**src/rtl/cmei_pkg.sv**
```systemverilog
package cmei_pkg;
    // Register byte offsets
    localparam logic [7:0] OFS_FLAGS_LOW = 8'h00;
    localparam logic [7:0] OFS_FLAGS_HIGH = 8'h04;
    localparam logic [7:0] OFS_COMP_INFO = 8'h08;
    localparam logic [7:0] OFS_EVENT_FLAG = 8'h0c;
    localparam logic [7:0] OFS_ERR_INFO = 8'h10;
    localparam logic [7:0] OFS_CONFIG = 8'h14;
    localparam logic [7:0] OFS_INT_EN = 8'h18;
    // Event flag register bit positions
    localparam int BIT_RX_DONE = 0;
    localparam int BIT_TX_DONE = 1;
    localparam int BIT_BUF_FULL = 2;
    localparam int BIT_MSG_ERR = 3;
    localparam int BIT_FRM_ERR = 4;
    // Per-object control: interrupt enable position
    localparam int CTL_INT_EN_BIT = 3;
    // Completion info fields
    localparam int INFO_ANY_BIT = 5;
    // Buffer-full thresholds
    localparam logic [8:0] ROOM_PROTO = 9'h007;
    localparam logic [8:0] ROOM_PLAIN = 9'h009;
    // Buffer locations
    localparam logic [7:0] LOC_COUNT = 8'h00;
    localparam logic [7:0] LOC_FIRST = 8'h01;
    // Reset values
    localparam logic [31:0] RST_WORD = 32'h0000_0000;
    // Protocol selection
    typedef enum logic [1:0]
    {
        CMEI_PLAIN = 2'h0,
        CMEI_PROTO_A = 2'h1,
        CMEI_PROTO_B = 2'h2,
        CMEI_PROTO_C = 2'h3
    } cmei_proto_t;
    // Error types
    localparam logic ERR_UNDERFLOW = 1'b0;
    localparam logic ERR_FRAGMENT = 1'b1;
    // Frame-end event from the receive engine
    typedef struct packed
    {
        logic valid;
        logic [4:0] obj;
        logic start;
        logic last;
        logic [5:0] frag;
        logic [7:0] bytes;
    } cmei_rx_evt_t;
    // Byte-count write toward the message buffer
    typedef struct packed
    {
        logic valid;
        logic [4:0] obj;
        logic [7:0] loc;
        logic [7:0] data;
    } cmei_buf_wr_t;
endpackage

```
**src/rtl/cmei_prio.sv**
```systemverilog
`timescale 1ns/1ps
// Lowest set bit finder
module cmei_prio
    import cmei_pkg::*;
#(
    parameter int N = 32
)
(
    // Request vector
    input wire logic [N-1:0] req_i,
    // Encoded answer
    output logic [4:0] idx_o,
    output logic any_o
);
    // Scan from the top so the lowest wins
    always_comb
    begin
        idx_o = 5'h00;
        any_o = 1'b0;
        for (int i = N - 1; i >= 0; i--)
        begin
            if (req_i[i])
            begin
                idx_o = 5'(i);
                any_o = 1'b1;
            end
        end
    end
endmodule

```
**src/rtl/cmei_core.sv**
```systemverilog
`timescale 1ns/1ps
// Overview of operation
// - Five separate event interrupt request outputs
// - Rx complete at message end only
// - Tx complete at every good frame
// - Int enable register bit per object enables interrupt
// - Status flag always set on completion
// - Tx/Rx interrupt flags at bits 1/0
// - Interrupt set with status if enabled
// - Status flags cleared by writing one
// - Irq flag cleared by one; new event sets it again
// - Info gives lowest enabled pending object
// - Protocols: full below seven bytes room
// - Plain mode: below nine, no count
// - Full check only on non-last frames
// - On full write count (not in plain mode), wrap, interrupt
// - After wrap count restarts from zero
// - Underflow/fragment error sets bit 3
// - Message error flag cleared by one
// - Underflow when transmit engine starves
// - Fragment count must advance by one
// - New start restarts assembly silently
module cmei_core
    import cmei_pkg::*;
#(
    parameter int NOBJ = 32
)
(
    // Clock and reset
    input wire logic clk_i,
    input wire logic sys_rst_i,
    // AHB-Lite slave
    input wire logic hsel_i,
    input wire logic [7:0] haddr_i,
    input wire logic [1:0] htrans_i,
    input wire logic hwrite_i,
    input wire logic [2:0] hsize_i,
    input wire logic [31:0] hwdata_i,
    input wire logic hready_i,
    output logic [31:0] hrdata_o,
    output logic hreadyout_o,
    output logic hresp_o,
    // Engine events
    input cmei_rx_evt_t rx_evt_i,
    input wire logic tx_done_i,
    input wire logic [4:0] tx_obj_i,
    input wire logic tx_underflow_i,
    input wire logic frame_err_i,
    // Buffer room of each frame end object
    input wire logic [8:0] rx_room_i,
    // Byte count and pointer writes
    output cmei_buf_wr_t buf_wr_o,
    output logic ptr_reset_o,
    // Event interrupt requests
    output logic irq_rx_done_o,
    output logic irq_tx_done_o,
    output logic irq_buf_full_o,
    output logic irq_msg_err_o,
    output logic irq_frm_err_o
);
    // Status and flags
    logic [NOBJ-1:0] done_flags;
    logic [NOBJ-1:0] next_done_flags;
    logic [NOBJ-1:0] int_en;
    logic [NOBJ-1:0] next_int_en;
    logic [4:0] ev_flags;
    logic [4:0] next_ev_flags;
    logic [7:0] err_info;
    logic [7:0] next_err_info;
    logic [1:0] proto;
    logic [1:0] next_proto;
    // Per-object assembly state
    logic [NOBJ-1:0] busy;
    logic [NOBJ-1:0] next_busy;
    logic [5:0] frag_prev [NOBJ];
    logic [5:0] next_frag_prev [NOBJ];
    logic [7:0] count [NOBJ];
    logic [7:0] next_count [NOBJ];
    // Outputs toward buffer
    cmei_buf_wr_t buf_wr;
    cmei_buf_wr_t next_buf_wr;
    logic ptr_reset;
    logic next_ptr_reset;
    // Bus data phase capture
    logic ph_wr;
    logic ph_rd;
    logic [7:0] ph_addr;
    logic [31:0] rdata;
    logic [31:0] next_rdata;
    // Completion info
    logic [4:0] low_idx;
    logic low_any;
    logic [7:0] comp_info;

    // Encoder over enabled pending objects
    cmei_prio #(.N(NOBJ)) u_prio
    (
        .req_i(done_flags & int_en),
        .idx_o(low_idx),
        .any_o(low_any)
    );

    // Bits 6 and 7 read as zero
    assign comp_info = {2'b00, low_any, low_idx};

    // Address phase capture
    always_ff @(posedge clk_i)
    begin
        if (sys_rst_i)
        begin
            ph_wr <= 1'b0;
            ph_rd <= 1'b0;
            ph_addr <= 8'h00;
        end
        else if (hready_i)
        begin
            ph_wr <= hsel_i & htrans_i[1] & hwrite_i;
            ph_rd <= hsel_i & htrans_i[1] & ~hwrite_i;
            ph_addr <= haddr_i;
        end
    end

    // Main next-state logic
    always_comb
    begin
        logic [5:0] want;
        logic [8:0] thresh;
        logic [4:0] o;
        logic tx_done_set;
        logic rx_done_set;
        logic frag_bad;
        logic full;
        logic [7:0] newcnt;
        want = 6'h00;
        thresh = ROOM_PROTO;
        o = rx_evt_i.obj;
        tx_done_set = 1'b0;
        rx_done_set = 1'b0;
        frag_bad = 1'b0;
        full = 1'b0;
        newcnt = 8'h00;
        next_done_flags = done_flags;
        next_int_en = int_en;
        next_ev_flags = ev_flags;
        next_err_info = err_info;
        next_proto = proto;
        next_busy = busy;
        next_frag_prev = frag_prev;
        next_count = count;
        next_buf_wr = '0;
        next_ptr_reset = 1'b0;
        next_rdata = 32'h0000_0000;
        // Software writes: flags one clears, zero leaves; config and enables load
        if (ph_wr)
        begin
            case (ph_addr)
                OFS_FLAGS_LOW:
                    next_done_flags[15:0] =
                        done_flags[15:0] & ~hwdata_i[15:0];
                OFS_FLAGS_HIGH:
                    next_done_flags[31:16] =
                        done_flags[31:16] & ~hwdata_i[15:0];
                OFS_EVENT_FLAG:
                    next_ev_flags = ev_flags & ~hwdata_i[4:0];
                OFS_CONFIG:
                    next_proto = hwdata_i[1:0];
                OFS_INT_EN:
                    next_int_en = hwdata_i;
                default:
                    next_proto = next_proto;
            endcase
        end
        // Transmit: every good frame completes
        if (tx_done_i)
        begin
            next_done_flags[tx_obj_i] = 1'b1;
            tx_done_set = int_en[tx_obj_i];
        end
        // Receive frame end handling
        if (rx_evt_i.valid)
        begin
            case (cmei_proto_t'(proto))
                CMEI_PROTO_A: want = frag_prev[o] + 6'h01;
                CMEI_PROTO_B: want = {2'b00, frag_prev[o][3:0] + 4'h1};
                CMEI_PROTO_C: want = {5'h00, ~frag_prev[o][0]};
                default: want = frag_prev[o] + 6'h01;
            endcase
            thresh = (proto == CMEI_PLAIN) ? ROOM_PLAIN : ROOM_PROTO;
            newcnt = (rx_evt_i.start ? 8'h00 : count[o]) + rx_evt_i.bytes;
            if (rx_evt_i.start)
            begin
                // Restart, no fragment error raised
                next_count[o] = rx_evt_i.bytes;
                next_busy[o] = ~rx_evt_i.last;
            end
            else if (busy[o] && rx_evt_i.frag != want)
            begin
                frag_bad = 1'b1;
                next_busy[o] = 1'b0;
            end
            else
                next_count[o] = newcnt;
            next_frag_prev[o] = rx_evt_i.frag;
            if (rx_evt_i.last && !frag_bad)
            begin
                // Message end only
                next_done_flags[o] = 1'b1;
                rx_done_set = int_en[o];
                next_busy[o] = 1'b0;
                next_buf_wr = '{1'b1, o, LOC_COUNT, newcnt};
            end
            else if (!frag_bad && rx_room_i < thresh)
            begin
                full = 1'b1;
                next_ptr_reset = 1'b1;
                next_count[o] = 8'h00;
                if (proto != CMEI_PLAIN)
                    next_buf_wr = '{1'b1, o, LOC_COUNT, newcnt};
            end
        end
        // Set wins over a same-cycle clear
        if (tx_done_set)
            next_ev_flags[BIT_TX_DONE] = 1'b1;
        if (rx_done_set)
            next_ev_flags[BIT_RX_DONE] = 1'b1;
        if (full)
            next_ev_flags[BIT_BUF_FULL] = 1'b1;
        if (frame_err_i)
            next_ev_flags[BIT_FRM_ERR] = 1'b1;
        if (frag_bad)
        begin
            next_ev_flags[BIT_MSG_ERR] = 1'b1;
            next_err_info = {2'b00, ERR_FRAGMENT, o};
        end
        else if (tx_underflow_i)
        begin
            next_ev_flags[BIT_MSG_ERR] = 1'b1;
            next_err_info = {2'b00, ERR_UNDERFLOW, tx_obj_i};
        end
        // Read data for next data phase
        if (hsel_i && htrans_i[1] && !hwrite_i && hready_i)
        begin
            case (haddr_i)
                OFS_FLAGS_LOW: next_rdata = {16'h0000, done_flags[15:0]};
                OFS_FLAGS_HIGH: next_rdata = {16'h0000, done_flags[31:16]};
                OFS_COMP_INFO: next_rdata = {24'h000000, comp_info};
                OFS_EVENT_FLAG: next_rdata = {27'h0, ev_flags};
                OFS_ERR_INFO: next_rdata = {24'h000000, err_info};
                OFS_CONFIG: next_rdata = {30'h0, proto};
                OFS_INT_EN: next_rdata = int_en;
                default: next_rdata = 32'h0000_0000;
            endcase
        end
    end

    // State registers
    always_ff @(posedge clk_i)
    begin
        if (sys_rst_i)
        begin
            done_flags <= '0;
            int_en <= '0;
            ev_flags <= 5'h00;
            err_info <= 8'h00;
            proto <= 2'h0;
            busy <= '0;
            for (int i = 0; i < NOBJ; i++)
            begin
                frag_prev[i] <= 6'h00;
                count[i] <= 8'h00;
            end
            buf_wr <= '0;
            ptr_reset <= 1'b0;
            rdata <= RST_WORD;
        end
        else
        begin
            done_flags <= next_done_flags;
            int_en <= next_int_en;
            ev_flags <= next_ev_flags;
            err_info <= next_err_info;
            proto <= next_proto;
            busy <= next_busy;
            frag_prev <= next_frag_prev;
            count <= next_count;
            buf_wr <= next_buf_wr;
            ptr_reset <= next_ptr_reset;
            rdata <= next_rdata;
        end
    end

    // Outputs straight from flops; hready and hresp constant
    assign hrdata_o = rdata;
    assign hreadyout_o = 1'b1;
    assign hresp_o = 1'b0;
    assign buf_wr_o = buf_wr;
    assign ptr_reset_o = ptr_reset;
    assign irq_rx_done_o = ev_flags[BIT_RX_DONE];
    assign irq_tx_done_o = ev_flags[BIT_TX_DONE];
    assign irq_buf_full_o = ev_flags[BIT_BUF_FULL];
    assign irq_msg_err_o = ev_flags[BIT_MSG_ERR];
    assign irq_frm_err_o = ev_flags[BIT_FRM_ERR];
endmodule

```
**config.mk**
```make
export PLATFORM = sky130hd
export DESIGN_NAME = cmei_core
export DESIGN_NICKNAME = d
export VERILOG_FILES = /design/src/rtl/cmei_pkg.sv /design/src/rtl/cmei_prio.sv /design/src/rtl/cmei_core.sv
export SDC_FILE = /design/constraint.sdc
export NUM_CORES = 2
export LEC_CHECK = 0
export BUFFER_PORTS_ARGS = -buffer_cell sky130_fd_sc_hd__buf_2
export CORE_MARGIN = 1.5
export CORE_UTILIZATION = 35
export CTS_CLUSTER_DIAMETER = 80
export DETAILED_ROUTE_END_ITERATION = 8
export PLACE_DENSITY = 0.6
export SLEW_MARGIN = 30
export SYNTH_ARGS = -nofsm -noshare
export SYNTH_HDL_FRONTEND = slang
export SYNTH_HIERARCHICAL = 1
export SYNTH_SLANG_ARGS = --single-unit
```
**constraint.sdc**
```tcl
create_clock -name clk_i -period 7.72 [get_ports clk_i]
set_clock_uncertainty 0.05 [all_clocks]
set_input_delay 1.544 -clock clk_i [delete_from_list [all_inputs] [get_ports clk_i]]
set_output_delay 1.544 -clock clk_i [all_outputs]
set_load 0.05 [all_outputs]
```
# Word level (Yosys, flattened, before mapping)
# Cells that the tools add are included.
classes:
  magnitude_cmp: 7
  add_sub_neg: 3
  n_reduce_logical: 36
  n_bitwise: 21
  muxes: 131
  n_eq_ne: 13
op_table:
  columns: ["op", "n"]
  rows:
  - ["2-to-1 mux 256 bit", 5]
  - ["bitwise mux 256 bit", 2]
  - ["AND 256 bit", 1]
  - ["2-to-1 mux 32 bit", 8]
  - ["inverter 256 bit", 1]
  - ["case mux 32 bit (7 select lines)", 1]
  - ["bitwise mux 192 bit", 1]
  - ["2-to-1 mux 5 bit", 34]
  - ["AND 32 bit", 3]
  - ["2-to-1 mux 22 bit", 3]
  - ["OR 32 bit", 2]
  - ["2-to-1 mux 1 bit", 53]
  - ["binary-select mux 8 bit (select 5 bit)", 1]
  - ["demux 8 bit (select 5 bit)", 1]
  - ["== test 8 x 5 -> 1 bit, second input constant", 5]
  - ["2-to-1 mux 6 bit", 6]
  - ["AND 16 bit", 2]
  - ["bitwise mux 32 bit", 1]
  - ["2-to-1 mux 16 bit", 2]
  - ["2-to-1 mux 8 bit", 4]
  - ["inverter 32 bit", 1]
  - ["binary-select mux 6 bit (select 5 bit)", 1]
  - ["demux 6 bit (select 5 bit)", 1]
  - ["== test 8 x 4 -> 1 bit, second input constant", 3]
  - ["other kinds (30)", 69]
word_totals:
  out_inout_bits: 62
  elab_cells: 293
  regBits: 621

# Depth between registers and ports, before layout
logic_depth:
  ltp_word: 34
  ltp_mapped: 25
  depth_no_buf: 16

# Modules after synthesis
# The synthesis kept the hierarchy.
modules_own_cells:
  columns: ["mod", "area_per_inst_um2", "n_inst", "cells_each", "seq_area_each_um2"]
  rows:
  - ["cmei_core", 28996.6, 1, 3194, 12271.8]
  - ["cmei_prio", 370.4, 1, 65, 0.0]

# Worst setup path after synthesis
# OpenSTA, ideal clock, no wires.
synth_path:
  kind: "input -> register"
  from: "input rx_evt_i[16] (netlist name)"
  to: "register count[175] (netlist name)"
  path_slack_ns: 1.200
  cell_stages: 20
  arrival_time_ns: 6.400
  required_time_ns: 7.600
  path_cell_list: "buf_6 buf_6 buf_2 buf_2 buf_1 clkbuf_1 mux4_2 a22oi_1 a31oi_1 ha_1 a21o_1 a21oi_1 o21ai_0 o41ai_1 xor2_1 or3_1 a21oi_2 clkbuf_1 nand3_1 a21oi_1"
synth_between:
  elab_chain_len: 16
synth_lines:
  columns: ["item", "line_no", "text"]
  rows:
  - ["start, declared", "cmei_core.sv:44", "input cmei_rx_evt_t rx_evt_i,"]
  - ["inverter 5 -> 6 bit (implied by the code)", null, null]
  - ["binary-select mux 6 bit (select 5 bit)", null, null]
  - ["2-to-1 mux 6 bit (implied by the code) (2 in series)", "cmei_core.sv:183, cmei_core.sv:186", null]
  - ["adder 6 x 1 -> 6 bit (tied with other cells)", "cmei_core.sv:183, cmei_core.sv:186", null]
  - ["case mux 6 bit (2 select lines)", "cmei_core.sv:182", "case (cmei_proto_t'(proto))"]
  - ["2-to-1 mux 6 bit", "cmei_core.sv:180", "if (rx_evt_i.valid)"]
  - ["inequality test 6 bit", "cmei_core.sv:196", "else if (busy[o] && rx_evt_i.frag != want)"]
  - ["logical AND 1 bit", "cmei_core.sv:196", null]
  - ["2-to-1 mux 1 bit", "cmei_core.sv:196", null]
  - ["2-to-1 mux 1 bit", "cmei_core.sv:190", "if (rx_evt_i.start)"]
  - ["2-to-1 mux 1 bit", "cmei_core.sv:180", null]
  - ["zero test 1 bit", "cmei_core.sv:204, cmei_core.sv:212", null]
  - ["logical AND 1 bit", "cmei_core.sv:212", "else if (!frag_bad && rx_room_i < thresh)"]
  - ["2-to-1 mux 256 bit", "cmei_core.sv:212", null]
  - ["2-to-1 mux 256 bit *", "cmei_core.sv:204", "if (rx_evt_i.last && !frag_bad)"]
  - ["end signal, assigned", "cmei_core.sv:285", "count <= next_count;"]
  - ["end, declared", "cmei_core.sv:77", "logic [7:0] count [NOBJ];"]
# Mark *: on every way between the ends. The rest lies on a longest branch, timed or not. The select of a mux whose other input is x is not followed.
# A chain may end at the register's enable or synchronous reset.

# Worst setup path in the final report
layout_path:
  from: "input rx_evt_i[17] (netlist name)"
  to: "register count[103] (netlist name)"
# The elaborated chain is that of the path after synthesis.

==> results.py <==
metrics = {
    "status": {
        "outcome": "complete, no violations",
    },
    "setup_path": {
        "cp.required_ns": 8.22,
        "rr_worst_depth": 17,
        "reg2reg_setup_slack_ns": 3.23,
        "path_max_fanout": 69,
        "r2r-start": "count[128]$_SDFFE_PP0P_",
        "cp.arrival_ns": 6.39,
        "startpoint_type": "primary input",
        "r2r-end": "count[102]$_SDFFE_PP0P_",
        "crit_type": "primary input to flip-flop",
        "cp-end-kind": "flip-flop",
    },
    "logic_synthesis": {
        "yosysTopAreaCellShare_pct": 41.8,
        "synth-async-reset-ratio_pct": 0,
        "synth.distinct_cells": 83,
        "yosys_warnings": 6,
        "synth_flop_cell": "dfxtp_1",
        "yosysTopAreaCell": "dfxtp_1",
        "syn_inst": 3259,
        "ys_top_cells_by_area": "dfxtp_1 (42%), a21oi_1 (9.6%), nand2_1 (7.1%)",
        "synth_area_um2": 29400,
        "ys_seq_area_share_pct": 41.8,
        "synth.avg_cell_area_um2": 9.01,
        "ys_ff_latch": 613,
        "synth_enable_flop_cells": 0,
    },
    "timing": {
        "hold_slack_ns": 0.403,
        "slew_headroom_pct": 27.3,
        "max_slew.worst_pin.slew_ns": 1.09,
        "slew_violations": 0,
        "fmax_ghz": 0.170,
        "period_minus_slack_ns": 5.90,
        "fin_crit_sh_pct": 76.4,
        "hold_viol_final": 0,
        "finalSetupViolCount": 0,
        "rsz0062_at_grt": "false",
        "tns_ns": 0,
    },
    "min_path": {
        "hold_path_class": "flip-flop to flip-flop",
        "hp-start": "frag_prev[125]$_SDFFE_PP0P_",
        "hold_path_end": "frag_prev[125]$_SDFFE_PP0P_",
        "whs_path_depth": 2,
    },
    "drt": {
        "route.met3.wl_um": 7660,
        "ant_nets": 0,
        "viasPerCell": 5.75,
        "dr.pass1.iters": 6,
        "drc_errors": 0,
        "wl_met2_um": 44200,
        "route.vias.total": 25100,
        "wl_per_cell_um": 22.1,
        "routed.top_layer": "met4",
        "drt-met1-wl_um": 41800,
        "wl_um": 96200,
        "drtIter0Drc": 2602,
    },
    "power_and_ir_drop": {
        "total_power_mw": 7.15,
        "p_leak_nw": 10.8,
        "powerDensity_nw_per_um2": 217,
        "ir_worst_vdd_uv": 140,
    },
    "die": {
        "rows": 106,
        "die-width_um": 293,
        "dieArea_um2": 85700,
        "ios": 151,
        "die_height_um": 293,
        "core_area_um2": 83300,
        "start_util_pct": 35.3,
    },
    "placement": {
        "dpl.hpwl_um": 61200,
        "gp_congestion": 0.936,
        "dp_cells": 4229,
        "portBuffers": 136,
    },
    "clock_network": {
        "cts_resized": 0,
        "cts_sinks": 613,
        "htree_levels": 3,
        "clock_latency_ns": 0.62,
        "clk_pin_slew_ns": 0.06,
        "numCtsBuffers": 70,
        "cts_root_buffer": "clkbuf_16",
        "cts_hold_buf": 0,
        "cts_setup_buffers": 0,
        "cts_tree": "done",
        "cts_buffer_depth": 3,
    },
    "grt": {
        "antenna_found_initial": 3,
        "grt_use_total_pct": 21.6,
        "grt_pass1_wl_um": 144000,
        "grt_max_degree": 194,
        "overflow": 0,
        "grt_pass1_vias": 23200,
    },
    "run": {
        "drv_cap": 0,
    },
    "cells_and_area": {
        "fill_cells": 8242,
        "areaGrowthSynthToFinish_pct": 12.2,
        "nNetsFinal": 3323,
        "drive_above_1_share_pct": 21.3,
        "final_core_util_pct": 39.6,
        "final_cell_count_no_fill": 4360,
    },
}
worst max-delay path by stage:
stage                            start                       to  slack, ns  cells past startpoint
after global routing      rx_evt_i[16]  count[119]$_SDFFE_PP0P_       1.56                     16
after floorplan           rx_evt_i[16]  count[175]$_SDFFE_PP0P_       1.20                     20
after detailed placement  rx_evt_i[17]   count[31]$_SDFFE_PP0P_       1.30                     16
after CTS                 rx_evt_i[16]  count[175]$_SDFFE_PP0P_       1.94                     16
final                     rx_evt_i[17]  count[103]$_SDFFE_PP0P_       1.82                     16
after global placement    rx_evt_i[16]   count[47]$_SDFFE_PP0P_       1.33                     16
cell usage after synthesis (all sizes together), types with 15 or more instances:
master and count:
nor2 145, mux2i 101, clkbuf 211, nand2 553, o22ai 54, and2 62
mux2 32, dfxtp 613, nor4 15, o31a 32, nand3 116, o21ai 84
nor3 23, buf 120, a22oi 65, a211oi 193, a21oi 576, mux4 90
metrics by stage:
stage               worst slack, ns  area [µm²]
floorplan                      1.20       29400
CTS                            1.94       32900
detailed placement             1.30       30600
finish                         1.82       33000
global placement               1.33       30600
global route                   1.56       33000
cell usage in the layout (no fill, tap or decap), drive strengths merged, types with 14 or more instances in the layout:
| cell | count |
|---|---|
| mux4 | 90 |
| a31oi | 14 |
| and2 | 62 |
| nor4 | 15 |
| clkinv | 20 |
| o31a | 32 |
| a21oi | 576 |
| mux2 | 32 |
| nor2 | 145 |
| mux2i | 101 |
| o22ai | 54 |
| clkbuf | 97 |
| inv | 16 |
| a211oi | 193 |
| nor3 | 23 |
| nand2 | 553 |
| nand3 | 116 |
| buf | 214 |
| o21ai | 84 |
| a22oi | 65 |
| dfxtp | 613 |
layout make-up:
| class | instances | area, µm² | area share, % |
|---|---|---|---|
| Inverter | 13 | 48.8 | 0.148 |
| Tap cell | 1080 | 1350 | 4.10 |
| Antenna cell | 4 | 10.0 | 0.0304 |
| Multi-Input combinational cell | 2310 | 15600 | 47.3 |
| Sequential cell | 613 | 12300 | 37.2 |
| Clock buffer | 97 | 1990 | 6.05 |
| Timing Repair Buffer | 214 | 1410 | 4.29 |
| Clock inverter | 29 | 292 | 0.885 |
worst max-delay path: stages:
cell	delay (ns)
buf_8	0.53
buf_4	0.40
mux4_2	0.35
a22o_1	0.28
a221oi_1	0.63
a31oi_1	0.24
ha_1	0.36
nand2_1	0.08
o21ai_0	0.15
o41ai_1	0.36
xor2_1	0.16
or3_1	0.35
a21oi_2	0.14
buf_4	0.39
nand3_1	0.13
a21oi_1	0.18
sequential cells by signal, summed over array words and instances, names as in the netlist, 2 cells and up:
name	cells
buf_wr_o	14
count	256
frag_prev	192
proto	2
ev_flags	5
int_en	32
ph_addr	8
busy	32
hrdata_o	32
done_flags	32
err_info	6
power by group:
| group | internal, mW | leakage, nW | total [mW] | switching [mW] |
|---|---|---|---|---|
| Combinational | 0.155 | 4.72 | 0.593 | 0.438 |
| Clock | 1.95 | 1.13 | 3.34 | 1.39 |
| Sequential | 3.20 | 4.95 | 3.22 | 0.0199 |
layer usage:
metal,GRT usage (%),up-vias
met5,0,-
li1,-,11700
met2,34.1,940
met4,7.11,0
met1,29.7,12300
met3,3.95,164
logic make-up after synthesis:
logic type / count (synthesis) / synth area share (%)
compound gates: 1061 / 24.4
simple gates: 995 / 15.4
flops: 613 / 41.8
buf+inv: 344 / 5.97
mux: 223 / 11.6
fa+ha+maj: 12 / 0.537
xor+xnor: 9 / 0.268
other cells: 2 / 0.0256
Power figures use the tool's default switching activity.
